===== src/include/rtcdp_pkg.sv =====
// Purpose: Constants and helpers for the dual-port time and backup memory.
// Assumes: Counters are held in binary and converted when a port reads or
//          writes them.
// Notes:   Offsets are the byte addresses seen by both access ports.
package rtcdp_pkg;

  // ----------------------------------------------------------------
  // Register offsets
  // ----------------------------------------------------------------
  localparam logic [7:0] RTCDP_OFS_SEC = 8'h00;
  localparam logic [7:0] RTCDP_OFS_SEC_ALM = 8'h01;
  localparam logic [7:0] RTCDP_OFS_MIN = 8'h02;
  localparam logic [7:0] RTCDP_OFS_MIN_ALM = 8'h03;
  localparam logic [7:0] RTCDP_OFS_HOUR = 8'h04;
  localparam logic [7:0] RTCDP_OFS_HOUR_ALM = 8'h05;
  localparam logic [7:0] RTCDP_OFS_WDAY = 8'h06;
  localparam logic [7:0] RTCDP_OFS_MDAY = 8'h07;
  localparam logic [7:0] RTCDP_OFS_MONTH = 8'h08;
  localparam logic [7:0] RTCDP_OFS_YEAR = 8'h09;
  localparam logic [7:0] RTCDP_OFS_CTRL = 8'h0A;
  localparam logic [7:0] RTCDP_OFS_STAT = 8'h0B;
  localparam logic [7:0] RTCDP_OFS_CTRL2 = 8'h0D;

  // ----------------------------------------------------------------
  // Reset values, as presented in the default data mode
  // ----------------------------------------------------------------
  localparam logic [7:0] RTCDP_RST_SEC = 8'h00;
  localparam logic [7:0] RTCDP_RST_MIN = 8'h00;
  localparam logic [7:0] RTCDP_RST_HOUR = 8'h12;
  localparam logic [7:0] RTCDP_RST_ALM = 8'h00;
  localparam logic [7:0] RTCDP_RST_HOUR_ALM = 8'h12;
  localparam logic [7:0] RTCDP_RST_WDAY = 8'h01;
  localparam logic [7:0] RTCDP_RST_MDAY = 8'h01;
  localparam logic [7:0] RTCDP_RST_MONTH = 8'h01;
  localparam logic [7:0] RTCDP_RST_YEAR = 8'h00;
  localparam logic [7:0] RTCDP_RST_CTRL = 8'h00;
  localparam logic [7:0] RTCDP_RST_STAT = 8'h00;
  localparam logic [7:0] RTCDP_RST_CTRL2 = 8'h00;
  localparam logic [7:0] RTCDP_MEM_CLR_VAL = 8'h00;

  // ----------------------------------------------------------------
  // Field positions
  // ----------------------------------------------------------------
  localparam int RTCDP_CTRL_TWO_BIT = 0;
  localparam int RTCDP_CTRL_HF_BIT = 5;
  localparam int RTCDP_CTRL_DM_BIT = 6;
  localparam int RTCDP_CTRL_ST_BIT = 7;
  localparam int RTCDP_CTRL2_MWO_BIT = 0;
  localparam int RTCDP_HOUR_PM_BIT = 7;

  // ----------------------------------------------------------------
  // Counter limits and memory shape
  // ----------------------------------------------------------------
  localparam logic [7:0] RTCDP_SEC_MAX = 8'h3B;
  localparam logic [7:0] RTCDP_HOUR_MAX = 8'h17;
  localparam logic [7:0] RTCDP_HOUR_NOON = 8'h0C;
  localparam logic [7:0] RTCDP_WDAY_MAX = 8'h07;
  localparam logic [7:0] RTCDP_MONTH_MAX = 8'h0C;
  localparam logic [7:0] RTCDP_YEAR_MAX = 8'h63;
  localparam logic [7:0] RTCDP_FEB = 8'h02;
  localparam int RTCDP_MEM_AW = 7;
  localparam int RTCDP_MEM_DEPTH = 128;

  // Binary value 0..99 to two packed decimal digits.
  function automatic logic [7:0] rtcdp_bin2bcd(input logic [7:0] b);
    logic [7:0] t;
    logic [7:0] u;
    t = b / 8'd10;
    u = b % 8'd10;
    return {t[3:0], u[3:0]};
  endfunction

  // Two packed decimal digits to a binary value.
  function automatic logic [7:0] rtcdp_bcd2bin(input logic [7:0] d);
    return 8'({4'h0, d[7:4]} * 8'd10) + {4'h0, d[3:0]};
  endfunction

endpackage


===== src/design/rtcdp_mem.sv =====
// Purpose: 128-byte backup memory with two registered read ports.
// Assumes: Only one writer at a time; the caller picks the owning port.
// Notes:   A clear request sweeps every byte to zero, one per clock.
`timescale 1ns/1ps
module rtcdp_mem
  import rtcdp_pkg::*;
(
  input wire logic clock,
  input wire logic rst_n,
  input wire logic clr_start,
  input wire logic wr_en,
  input wire logic [RTCDP_MEM_AW-1:0] wr_addr,
  input wire logic [7:0] wr_data,
  input wire logic [RTCDP_MEM_AW-1:0] rd_addr_a,
  input wire logic [RTCDP_MEM_AW-1:0] rd_addr_b,
  output logic [7:0] rd_data_a_r,
  output logic [7:0] rd_data_b_r,
  output logic clr_busy_r
);

  logic [7:0] mem [0:RTCDP_MEM_DEPTH-1];
  logic [RTCDP_MEM_AW-1:0] clr_idx_r;
  wire clr_last = (clr_idx_r == {RTCDP_MEM_AW{1'b1}});

  // ----------------------------------------------------------------
  // Clear sequencer
  // ----------------------------------------------------------------
  always_ff @(posedge clock)
  begin
    if (!rst_n)
    begin
      clr_busy_r <= 1'b0;
      clr_idx_r <= '0;
    end
    else if (clr_start)
    begin
      clr_busy_r <= 1'b1;
      clr_idx_r <= '0;
    end
    else if (clr_busy_r)
    begin
      clr_busy_r <= !clr_last;
      clr_idx_r <= clr_idx_r + 1'b1;
    end
  end

  // ----------------------------------------------------------------
  // Storage
  // ----------------------------------------------------------------
  // clear to zero
  always_ff @(posedge clock)
  begin
    if (clr_busy_r)
      mem[clr_idx_r] <= RTCDP_MEM_CLR_VAL;
    else if (wr_en)
      mem[wr_addr] <= wr_data;
  end

  always_ff @(posedge clock)
  begin
    rd_data_a_r <= mem[rd_addr_a];
    rd_data_b_r <= mem[rd_addr_b];
  end

endmodule


===== src/design/rtcdp_top.sv =====
// Purpose: Time, calendar and alarm registers plus a 128-byte backup memory
//          shared by a primary and a secondary access port.
// Assumes: The two I2C target engines outside hand over decoded byte
//          accesses as one-cycle strobes on this clock; the one-second tick
//          and the clear pin are asynchronous levels.
// Notes:   Reads answer two cycles after the strobe.
`timescale 1ns/1ps
module rtcdp_top
  import rtcdp_pkg::*;
(
  input wire logic clock,
  input wire logic rst_n,
  input wire logic one_hz_tick,
  input wire logic backup_clear_pin,
  input wire logic p_rtc_wr,
  input wire logic p_rtc_rd,
  input wire logic p_mem_wr,
  input wire logic p_mem_rd,
  input wire logic [7:0] p_addr,
  input wire logic [7:0] p_wdata,
  output logic [7:0] p_rdata_r,
  output logic p_rvalid_r,
  input wire logic s_rtc_wr,
  input wire logic s_rtc_rd,
  input wire logic s_mem_wr,
  input wire logic s_mem_rd,
  input wire logic [7:0] s_addr,
  input wire logic [7:0] s_wdata,
  output logic [7:0] s_rdata_r,
  output logic s_rvalid_r,
  output logic mem_clear_busy_r
);

  // ----------------------------------------------------------------
  // Pin synchronisers
  // ----------------------------------------------------------------
  logic tick_s1_r, tick_s2_r, tick_s3_r;
  logic clr_s1_r, clr_s2_r, clr_s3_r;

  always_ff @(posedge clock)
  begin
    if (!rst_n)
    begin
      tick_s1_r <= 1'b0;
      tick_s2_r <= 1'b0;
      tick_s3_r <= 1'b0;
      clr_s1_r <= 1'b0;
      clr_s2_r <= 1'b0;
      clr_s3_r <= 1'b0;
    end
    else
    begin
      tick_s1_r <= one_hz_tick;
      tick_s2_r <= tick_s1_r;
      tick_s3_r <= tick_s2_r;
      clr_s1_r <= backup_clear_pin;
      clr_s2_r <= clr_s1_r;
      clr_s3_r <= clr_s2_r;
    end
  end

  wire tick_rise = tick_s2_r & ~tick_s3_r;
  wire clr_rise = clr_s2_r & ~clr_s3_r;

  // ----------------------------------------------------------------
  // Register state
  // ----------------------------------------------------------------
  logic [7:0] sec_r, min_r, hour_r, wday_r, mday_r, month_r, year_r;
  logic [7:0] sec_nxt, min_nxt, hour_nxt, wday_nxt, mday_nxt;
  logic [7:0] month_nxt, year_nxt;
  logic [7:0] sec_alm_r, min_alm_r, hour_alm_r;
  logic [7:0] ctrl_r, stat_r, ctrl2_r;

  wire two = ctrl_r[RTCDP_CTRL_TWO_BIT];
  wire memory_write_owner_sel = ctrl2_r[RTCDP_CTRL2_MWO_BIT];
  wire bin_mode = ctrl_r[RTCDP_CTRL_DM_BIT];
  wire h24_mode = ctrl_r[RTCDP_CTRL_HF_BIT];
  wire stopped = ctrl_r[RTCDP_CTRL_ST_BIT];

  // ----------------------------------------------------------------
  // Write rights decode
  // ----------------------------------------------------------------
  function automatic logic is_time(input logic [7:0] a);
    return (a == RTCDP_OFS_SEC) || (a == RTCDP_OFS_MIN) ||
           (a == RTCDP_OFS_HOUR) ||
           ((a >= RTCDP_OFS_WDAY) && (a <= RTCDP_OFS_YEAR));
  endfunction

  function automatic logic is_alarm(input logic [7:0] a);
    return (a == RTCDP_OFS_SEC_ALM) || (a == RTCDP_OFS_MIN_ALM) ||
           (a == RTCDP_OFS_HOUR_ALM);
  endfunction

  wire p_time_wr = p_rtc_wr & is_time(p_addr) & two;
  wire s_time_wr = s_rtc_wr & is_time(s_addr) & ~two;
  wire time_wr = p_time_wr | s_time_wr;
  wire [7:0] time_wa = p_time_wr ? p_addr : s_addr;
  wire [7:0] time_wd = p_time_wr ? p_wdata : s_wdata;
  wire p_alm_wr = p_rtc_wr & is_alarm(p_addr);
  wire p_ctrl_wr = p_rtc_wr & (p_addr == RTCDP_OFS_CTRL);
  wire p_stat_wr = p_rtc_wr & (p_addr == RTCDP_OFS_STAT);
  wire p_ctrl2_wr = p_rtc_wr & (p_addr == RTCDP_OFS_CTRL2);

  // ----------------------------------------------------------------
  // Value conversion
  // ----------------------------------------------------------------
  // digit fields 0-9
  function automatic logic [7:0] enc(input logic [7:0] v, input logic bm);
    return bm ? v : rtcdp_bin2bcd(v);
  endfunction

  function automatic logic [7:0] dec(input logic [7:0] d, input logic bm);
    return bm ? d : rtcdp_bcd2bin(d);
  endfunction

  wire [7:0] wr_val = dec(time_wd, bin_mode);
  wire [7:0] wr_h12 = dec({1'b0, time_wd[6:0]}, bin_mode);
  wire wr_pm = time_wd[RTCDP_HOUR_PM_BIT];
  wire [7:0] wr_h12_base = (wr_h12 == RTCDP_HOUR_NOON) ? 8'h00 : wr_h12;
  wire [7:0] wr_hour = h24_mode ? wr_val :
                       (wr_pm ? wr_h12_base + RTCDP_HOUR_NOON : wr_h12_base);

  wire hour_pm = (hour_r >= RTCDP_HOUR_NOON);
  wire [7:0] hour_12 = (hour_r == 8'h00) ? RTCDP_HOUR_NOON :
                       (hour_pm && hour_r != RTCDP_HOUR_NOON) ?
                       hour_r - RTCDP_HOUR_NOON : hour_r;
  wire [7:0] hour_enc12 = enc(hour_12, bin_mode);
  wire [7:0] hour_view = h24_mode ? enc(hour_r, bin_mode) :
                         {hour_pm, hour_enc12[6:0]};

  // ----------------------------------------------------------------
  // Calendar advance
  // ----------------------------------------------------------------
  // leap February
  wire leap = (year_r[1:0] == 2'b00);
  logic [7:0] month_days;

  always_comb
  begin
    case (month_r)
      RTCDP_FEB: month_days = leap ? 8'h1D : 8'h1C;
      8'h04, 8'h06, 8'h09, 8'h0B: month_days = 8'h1E;
      default: month_days = 8'h1F;
    endcase
  end

  wire sec_wrap = (sec_r >= RTCDP_SEC_MAX);
  wire min_wrap = sec_wrap && (min_r >= RTCDP_SEC_MAX);
  wire hour_wrap = min_wrap && (hour_r >= RTCDP_HOUR_MAX);
  wire mday_wrap = hour_wrap && (mday_r >= month_days);
  wire month_wrap = mday_wrap && (month_r >= RTCDP_MONTH_MAX);

  always_comb
  begin
    sec_nxt = sec_wrap ? 8'h00 : sec_r + 8'h01;
    min_nxt = min_r;
    hour_nxt = hour_r;
    wday_nxt = wday_r;
    mday_nxt = mday_r;
    month_nxt = month_r;
    year_nxt = year_r;
    if (sec_wrap)
      min_nxt = (min_r >= RTCDP_SEC_MAX) ? 8'h00 : min_r + 8'h01;
    if (min_wrap)
      hour_nxt = (hour_r >= RTCDP_HOUR_MAX) ? 8'h00 : hour_r + 8'h01;
    if (hour_wrap)
    begin
      wday_nxt = (wday_r >= RTCDP_WDAY_MAX) ? 8'h01 : wday_r + 8'h01;
      mday_nxt = mday_wrap ? 8'h01 : mday_r + 8'h01;
    end
    if (mday_wrap)
      month_nxt = month_wrap ? 8'h01 : month_r + 8'h01;
    if (month_wrap)
      year_nxt = (year_r >= RTCDP_YEAR_MAX) ? 8'h00 : year_r + 8'h01;
  end

  // ----------------------------------------------------------------
  // Time and calendar registers
  // ----------------------------------------------------------------
  // one step per tick
  always_ff @(posedge clock)
  begin
    if (!rst_n)
    begin
      sec_r <= rtcdp_bcd2bin(RTCDP_RST_SEC);
      min_r <= rtcdp_bcd2bin(RTCDP_RST_MIN);
      hour_r <= rtcdp_bcd2bin(RTCDP_RST_HOUR);
      wday_r <= rtcdp_bcd2bin(RTCDP_RST_WDAY);
      mday_r <= rtcdp_bcd2bin(RTCDP_RST_MDAY);
      month_r <= rtcdp_bcd2bin(RTCDP_RST_MONTH);
      year_r <= rtcdp_bcd2bin(RTCDP_RST_YEAR);
    end
    else if (time_wr)
    begin
      case (time_wa)
        RTCDP_OFS_SEC: sec_r <= wr_val;
        RTCDP_OFS_MIN: min_r <= wr_val;
        RTCDP_OFS_HOUR: hour_r <= wr_hour;
        RTCDP_OFS_WDAY: wday_r <= wr_val;
        RTCDP_OFS_MDAY: mday_r <= wr_val;
        RTCDP_OFS_MONTH: month_r <= wr_val;
        default: year_r <= wr_val;
      endcase
    end
    else if (tick_rise && !stopped)
    begin
      sec_r <= sec_nxt;
      min_r <= min_nxt;
      hour_r <= hour_nxt;
      wday_r <= wday_nxt;
      mday_r <= mday_nxt;
      month_r <= month_nxt;
      year_r <= year_nxt;
    end
  end

  // ----------------------------------------------------------------
  // Alarm and control registers
  // ----------------------------------------------------------------
  // owner bits from primary only
  always_ff @(posedge clock)
  begin
    if (!rst_n)
    begin
      sec_alm_r <= RTCDP_RST_ALM;
      min_alm_r <= RTCDP_RST_ALM;
      hour_alm_r <= RTCDP_RST_HOUR_ALM;
      ctrl_r <= RTCDP_RST_CTRL;
      stat_r <= RTCDP_RST_STAT;
      ctrl2_r <= RTCDP_RST_CTRL2;
    end
    else
    begin
      if (p_alm_wr && p_addr == RTCDP_OFS_SEC_ALM)
        sec_alm_r <= p_wdata;
      if (p_alm_wr && p_addr == RTCDP_OFS_MIN_ALM)
        min_alm_r <= p_wdata;
      if (p_alm_wr && p_addr == RTCDP_OFS_HOUR_ALM)
        hour_alm_r <= p_wdata;
      if (p_ctrl_wr)
        ctrl_r <= p_wdata;
      if (p_stat_wr)
        stat_r <= p_wdata;
      if (p_ctrl2_wr)
        ctrl2_r <= p_wdata;
    end
  end

  // ----------------------------------------------------------------
  // Register read mux
  // ----------------------------------------------------------------
  function automatic logic [7:0] rtc_view(input logic [7:0] a);
    case (a)
      RTCDP_OFS_SEC: return enc(sec_r, bin_mode);
      RTCDP_OFS_SEC_ALM: return sec_alm_r;
      RTCDP_OFS_MIN: return enc(min_r, bin_mode);
      RTCDP_OFS_MIN_ALM: return min_alm_r;
      RTCDP_OFS_HOUR: return hour_view;
      RTCDP_OFS_HOUR_ALM: return hour_alm_r;
      RTCDP_OFS_WDAY: return enc(wday_r, bin_mode);
      RTCDP_OFS_MDAY: return enc(mday_r, bin_mode);
      RTCDP_OFS_MONTH: return enc(month_r, bin_mode);
      RTCDP_OFS_YEAR: return enc(year_r, bin_mode);
      RTCDP_OFS_CTRL: return ctrl_r;
      RTCDP_OFS_STAT: return stat_r;
      RTCDP_OFS_CTRL2: return ctrl2_r;
      default: return 8'h00;
    endcase
  endfunction

  // ----------------------------------------------------------------
  // Backup memory
  // ----------------------------------------------------------------
  // memory owner
  wire p_mem_we = p_mem_wr & memory_write_owner_sel & ~p_addr[7];
  wire s_mem_we = s_mem_wr & ~memory_write_owner_sel & ~s_addr[7];
  wire [7:0] mem_wa = p_mem_we ? p_addr : s_addr;
  wire [7:0] mem_wd = p_mem_we ? p_wdata : s_wdata;
  logic [7:0] p_mem_q, s_mem_q;
  logic mem_busy;

  rtcdp_mem u_mem (
    .clock(clock),
    .rst_n(rst_n),
    .clr_start(clr_rise),
    .wr_en(p_mem_we | s_mem_we),
    .wr_addr(mem_wa[RTCDP_MEM_AW-1:0]),
    .wr_data(mem_wd),
    .rd_addr_a(p_addr[RTCDP_MEM_AW-1:0]),
    .rd_addr_b(s_addr[RTCDP_MEM_AW-1:0]),
    .rd_data_a_r(p_mem_q),
    .rd_data_b_r(s_mem_q),
    .clr_busy_r(mem_busy)
  );

  // ----------------------------------------------------------------
  // Read pipelines, two cycles for both register kinds
  // ----------------------------------------------------------------
  logic p_rd_q_r, s_rd_q_r, p_sel_mem_r, s_sel_mem_r;
  logic [7:0] p_rtc_q_r, s_rtc_q_r;

  always_ff @(posedge clock)
  begin
    if (!rst_n)
    begin
      p_rd_q_r <= 1'b0;
      s_rd_q_r <= 1'b0;
      p_sel_mem_r <= 1'b0;
      s_sel_mem_r <= 1'b0;
      p_rtc_q_r <= 8'h00;
      s_rtc_q_r <= 8'h00;
      p_rdata_r <= 8'h00;
      s_rdata_r <= 8'h00;
      p_rvalid_r <= 1'b0;
      s_rvalid_r <= 1'b0;
      mem_clear_busy_r <= 1'b0;
    end
    else
    begin
      p_rd_q_r <= p_rtc_rd | p_mem_rd;
      s_rd_q_r <= s_rtc_rd | s_mem_rd;
      p_sel_mem_r <= p_mem_rd & ~p_addr[7];
      s_sel_mem_r <= s_mem_rd & ~s_addr[7];
      p_rtc_q_r <= p_rtc_rd ? rtc_view(p_addr) : 8'h00;
      s_rtc_q_r <= s_rtc_rd ? rtc_view(s_addr) : 8'h00;
      p_rdata_r <= p_sel_mem_r ? p_mem_q : p_rtc_q_r;
      s_rdata_r <= s_sel_mem_r ? s_mem_q : s_rtc_q_r;
      p_rvalid_r <= p_rd_q_r;
      s_rvalid_r <= s_rd_q_r;
      mem_clear_busy_r <= mem_busy;
    end
  end

endmodule


===== config.mk =====
export PLATFORM = sky130hd
export DESIGN_NAME = rtcdp_top
export DESIGN_NICKNAME = d
export VERILOG_FILES = /design/src/include/rtcdp_pkg.sv /design/src/design/rtcdp_mem.sv /design/src/design/rtcdp_top.sv
export SDC_FILE = /design/constraint.sdc
export NUM_CORES = 2
export LEC_CHECK = 0
export ABC_AREA = 0
export BUFFER_PORTS_ARGS = -buffer_cell sky130_fd_sc_hd__buf_2
export CAP_MARGIN = 40
export CORE_AREA = 4 4 347 349
export DETAILED_ROUTE_END_ITERATION = 16
export DIE_AREA = 0 0 351 353
export PLACE_DENSITY = 0.69
export SKIP_CTS_REPAIR_TIMING = 1
export SLEW_MARGIN = 20
export SYNTH_ARGS = -nofsm -noshare
export SYNTH_HDL_FRONTEND = slang
export SYNTH_SLANG_ARGS = --single-unit

===== constraint.sdc =====
create_clock -name clock -period 7.61 [get_ports clock]
set_clock_uncertainty 0.2 [all_clocks]
set_input_delay 1.1415 -clock clock [delete_from_list [all_inputs] [get_ports clock]]
set_output_delay 1.1415 -clock clock [all_outputs]
set_load 0.005 [all_outputs]

* Yosys cells after proc, flatten, opt, wreduce, memory -nomap -nowiden
Memories as Yosys holds them, arrays and structs flattened. A register that Yosys moved wholly into a read port is not among the register bits. Cells that the tools add are included.
Word-level totals: register bits after elaboration 157, memory bits (writable) 1024, output and inout port bits 19, word-level logic and storage cells 261, memories 1
Operators by class: add/sub/neg operators 12, multiply operators 2, div/mod/pow operators 16, magnitude comparators 12, equal/unequal tests 44, muxes and demuxes 70, bitwise gates (word level) 27, reductions and logical operators 45
Memories:
- u_mem.mem | depth 128, width 8, rd ports 2, clocked after Yosys merged registers in 2, wr ports 1, line rtcdp_mem.sv:21 | logic [7:0] mem [0:RTCDP_MEM_DEPTH-1];
Operators by type and width (count):
- 8-bit two-way mux | 55
- 8-bit one-hot mux with 13 select lines | 2
- 8-bit by 4-bit equality test with 1-bit output, second input constant | 14
- 8-bit by 3-bit equality test with 1-bit output, second input constant | 13
- 8-bit by 4-bit divider with 8-bit output, second input constant | 8
- 8-bit by 4-bit modulo with 8-bit output, second input constant | 8
- 8-bit by 1-bit adder with 8-bit output, second input constant | 7
- 8-bit by 2-bit equality test with 1-bit output, second input constant | 6
- 8-bit zero test | 4
- 8-bit by 3-bit greater-or-equal comparator with 1-bit output, second input constant | 3
- 7-bit two-way mux | 3
- 3-bit AND reduction | 6
- 1-bit AND | 16
- 8-bit by 1-bit equality test with 1-bit output, second input constant | 2
- 8-bit by 4-bit greater-or-equal comparator with 1-bit output, second input constant | 2
- 8-bit by 6-bit greater-or-equal comparator with 1-bit output, second input constant | 2
- 8-bit by 4-bit less-or-equal comparator with 1-bit output, second input constant | 2
- 2-bit by 1-bit != test with 1-bit output, second input constant | 6
- 2-bit nonzero test | 6
- 1-bit logical AND | 11
- 1-bit two-way mux | 9
- 7-bit by 4-bit adder with 8-bit output | 1
- 8-bit by 4-bit adder with 8-bit output | 1
- 8-bit by 4-bit adder with 8-bit output, second input constant | 1
- 21 further kinds | 40

* Logic depth before layout (Yosys ltp)
depth in word-level cells 17, depth in mapped cells 24, gate-level depth less buffers 21

* By module
Synthesis repeated with hierarchy kept, for this count alone.
Second synthesis, totals: cells, all modules 4225, area, all modules 63248.2 µm²
Modules (own cells, without submodules):
- rtcdp_mem | instances 1, cells an instance 2132, area each 48371.4 µm², sequential area each 31230.0 µm²
- rtcdp_top | instances 1, cells an instance 2093, area each 14876.8 µm², sequential area each 2982.9 µm²

* Worst setup path after synthesis
No wires, ideal clock.
path type input to register, from in p_addr[7], to mem u_mem.mem[0][0] (data pin), library setup time 889 ps, arrival time 5634 ps, data required time 6521 ps, path slack 887 ps, stages on the path 6, path buffers 2, path through and3b_1 -> clkbuf_1 -> a21oi_1 -> or2_2 -> clkbuf_1 -> a21oi_1
Between the ends: word-level cells in the longest chain between the ends 8, elaborated cells between the ends (all ways) 9
Ends and longest elaborated chain:
- from (decl) | line rtcdp_top.sv:19 | input wire logic [7:0] p_addr,
- 1-bit NOT (*) | line rtcdp_top.sv:275 | wire p_mem_we = p_mem_wr & memory_write_owner_sel & ~p_addr[7];
- 1-bit AND (*) | line rtcdp_top.sv:275
- 1-bit OR | line rtcdp_top.sv:286 | .wr_en(p_mem_we | s_mem_we),
- 1-bit two-way mux | line rtcdp_mem.sv:55 | else if (wr_en)
- 1-bit two-way mux | line rtcdp_mem.sv:53 | if (clr_busy_r)
- 1-bit two-way mux (implied by the code) | line rtcdp_mem.sv:56 | mem[wr_addr] <= wr_data;
- 8-bit OR reduction (no line)
- 8-bit two-way mux (no line) (*)
- to (decl) | line rtcdp_mem.sv:21
Every way passes the cells marked *; elsewhere a longest branch is shown, timed or not.

* Worst setup path after layout
from in p_addr[5], to reg hour_r[3]
Between the ends: word-level cells in the longest chain between the ends 17, elaborated cells between the ends (all ways) 32
Ends and longest elaborated chain:
- branches (longest 17 deep; another with 8-bit by 3-bit greater-or-equal comparator with 1-bit output)
- to (signal assigned) | line rtcdp_top.sv:187 | hour_r <= rtcdp_bcd2bin(RTCDP_RST_HOUR);
- to (signal assigned) | line rtcdp_top.sv:198 | RTCDP_OFS_HOUR: hour_r <= wr_hour;
- to (signal assigned) | line rtcdp_top.sv:209 | hour_r <= hour_nxt;
- to (decl) | line rtcdp_top.sv:68 | logic [7:0] sec_r, min_r, hour_r, wday_r, mday_r, month_r, year_r;
Several ways; the timed one is not identified. The select of a mux whose other input is x is not followed. A chain may end at the register's enable or synchronous reset.

==> impl_results.md <==
- Status: completed
- Overall Power: 14.5 mW
- DRC: 0
- Reg clk slew, reported paths: 0.06 ns
- WS Path Type: primary input to register
- CP Data Required Time: 8.08 ns
- Top-area cell type share of the netlist area: 49.0%
- Crit path DAT: 5.94 ns
- Met2 wire len: 90.7 mm
- Layout area overhead: 11.6%
- Starting Density: 53.5%
- Fin nets: 4400
- Final GP Congestion: 1.01
- F_max: 183 MHz
- Post-Layout Inst Area: 70100 µm²
- Die ar.: 124000 µm²
- Pins Over Slew Limit: 0
- Core Rows: 126
- VDD IR max: 0.251 mV
- GRT Overall Usage: 31.4%
- Synth warn: 0
- I/O pins: 63
- Final setup fails: 0
- Max FFs per register: 1024
- Synth top cells by count: edfxtp_1, mux4_2, nor2_1, nand2_1, clkbuf_1
- Vias per cell: 7.12
- Mapped cell area: 62800 µm²
- Share of layout cells above drive strength 1: 28.3%
- Final ANT Viol Nets: 0
- EDFF count, synth: 1024
- Routed length per instance: 32.6 µm
- CTS root buffer: clkbuf_16
- First-pass GRT wire length: 284 mm
- Slew Limit Headroom: 35.8%
- LEAKAGE: 22.4 nW
- Cts bufs inserted: 130
- Final hold violation count: 0
- Vias: 42336
- Setup TNS: 0 ns
- Crit path time final: 5.47 ns
- Die Width: 351 µm
- Die height: 353 µm
- Yosys cell types: 102
- R2r setup slk: 2.62 ns
- DRC violation total after the first TritonRoute iteration: 6561
- CTS tree: built
- Syn Nets: 4322
- TritonCTS Sinks: 1197
- Synth Area per Inst: 14.9 µm²
- Worst hold path type: register to register
- Mapped Cells: 4228
- Synth Flop Type: edfxtp_1
- Seq/Total Area, Yosys: 54.5%
- Number of global-route vias before repair: 41160
- Dpl cell area: 65700 µm²
- Metal1 wirelength: 71.2 mm
- Hold slack: 0.241 ns
- Unrepaired setup endpoints after global routing: no
- Pwr Density: 207 nW/µm²
- Crit end category: register
- Leading area contributor after synthesis: edfxtp_1
- Dpl hpwl: 130 mm
- Biggest register: u_mem.mem
- Crit path launch type: primary input
- DR top layer: met5
- Total wire length: 194 mm
- Port-buffer cells: 62
- H-tree Lvls: 4
- Count leader, synth: edfxtp_1
- Synth area leaders: edfxtp_1, mux4_2, dfxtp_1
- Grt total ovfl: 0
- Drt first pass iters: 6
- Synth Register Bits: 1197
- Period Utilization, post-route: 71.9%
- Async SR Flop Fraction: 0%
- Max-Cap Viols: 0
- Largest net degree at the start of global routing: 141
- Crit-path max FO: 12
- Worst-margin pin slew: 0.963 ns
- Clock latency on the worst-skew pair: 0.77 ns
- Longest Clk Path Bufs: 3
- Initial antenna violation count: 8
- Wire length on met3: 21.4 mm
- Core Region: 117000 µm²
-- critical path, cell delays in order --
cell	delay, ns
buf_2	0.24
nor4_4	0.42
nand4_1	0.63
mux2_2	0.58
ha_1	0.31
ha_1	0.33
a21oi_1	0.36
xor2_1	0.19
nor2_1	0.05
a21oi_1	0.32
and3_1	0.21
nand4_1	0.15
nand2_1	0.15
ha_1	0.23
nor4_1	0.29
a211oi_1	0.11
o221ai_1	0.21
-- path summary, 6_finish.rpt --
| check | startpoint | cells after the start | end |
|---|---|---|---|
| setup / recovery | p_addr[5] | 17 | hour_r[3]$_SDFFE_PN1P_ |
| hold / removal | clr_s1_r$_SDFF_PN0_ | 1 | clr_s2_r$_SDFF_PN0_ |
| setup reg to reg | min_r[3]$_SDFFE_PN0P_ | 12 | p_rtc_q_r[3]$_SDFF_PN0_ |
| hold reg to reg | clr_s1_r$_SDFF_PN0_ | 1 | clr_s2_r$_SDFF_PN0_ |
-- power by group --
group,internal (mW),switching (mW)
registers,7.13,0.0298
logic,0.504,0.668
clock network,3.57,2.64
total,11.2,3.34
-- final cells by class --
class | instances | area [µm²]
repair buffers | 290 | 2470
multi-input cells | 2633 | 27100
well taps | 1536 | 1920
inverters | 54 | 204
clock buffers | 176 | 3640
diodes | 2 | 5.00
fillers | 8630 | 47300
clock inverters | 57 | 513
flip-flops and latches | 1197 | 34200
-- kinds of logic after synthesis --
group / after synthesis / share of synthesized area, %
adder cells (fa/ha/maj): 53 / 1.07
XOR/XNOR: 54 / 0.753
AO/OA/AOI/OAI: 700 / 7.42
flip-flops: 1197 / 54.5
AND/OR/NAND/NOR: 1053 / 7.98
buffers and inverters: 398 / 2.50
multiplexers: 773 / 25.8
-- cell usage in the layout (no fill, tap or decap), drive strengths merged, types with 19 or more instances in the layout --
cell / instances
edfxtp: 1024
a21oi: 184
nor2b: 39
nand3: 105
nor3: 66
nor4: 19
clkbuf: 176
a31oi: 31
o22ai: 26
a211oi: 36
nand2: 282
nand2b: 43
clkinv: 46
o211ai: 23
a21o: 22
xnor2: 27
mux2i: 66
a22oi: 25
dfxtp: 173
nor2: 339
mux2: 33
inv: 55
a221oi: 20
and3: 22
ha: 48
and2: 32
xor2: 27
o21ai: 156
buf: 290
nor3b: 22
mux4: 674
-- per-layer routing --
layer | vias to the layer above | track usage (%)
met5 | - | 0
met4 | 6 | 14.0
met3 | 534 | 7.32
met2 | 2818 | 48.4
met1 | 21561 | 42.9
li1 | 17417 | -
-- metrics by stage --
stage	worst slack, ns	util [%]	cells
final	2.14	59.7	5945
after global routing	1.69	59.7	5944
after floorplan	0.887	-	4228
after detailed placement	1.21	55.9	5692
after global placement	1.16	55.0	5586
after CTS	2.03	59.5	5925
No activity file was read; power rests on OpenSTA's default activity.
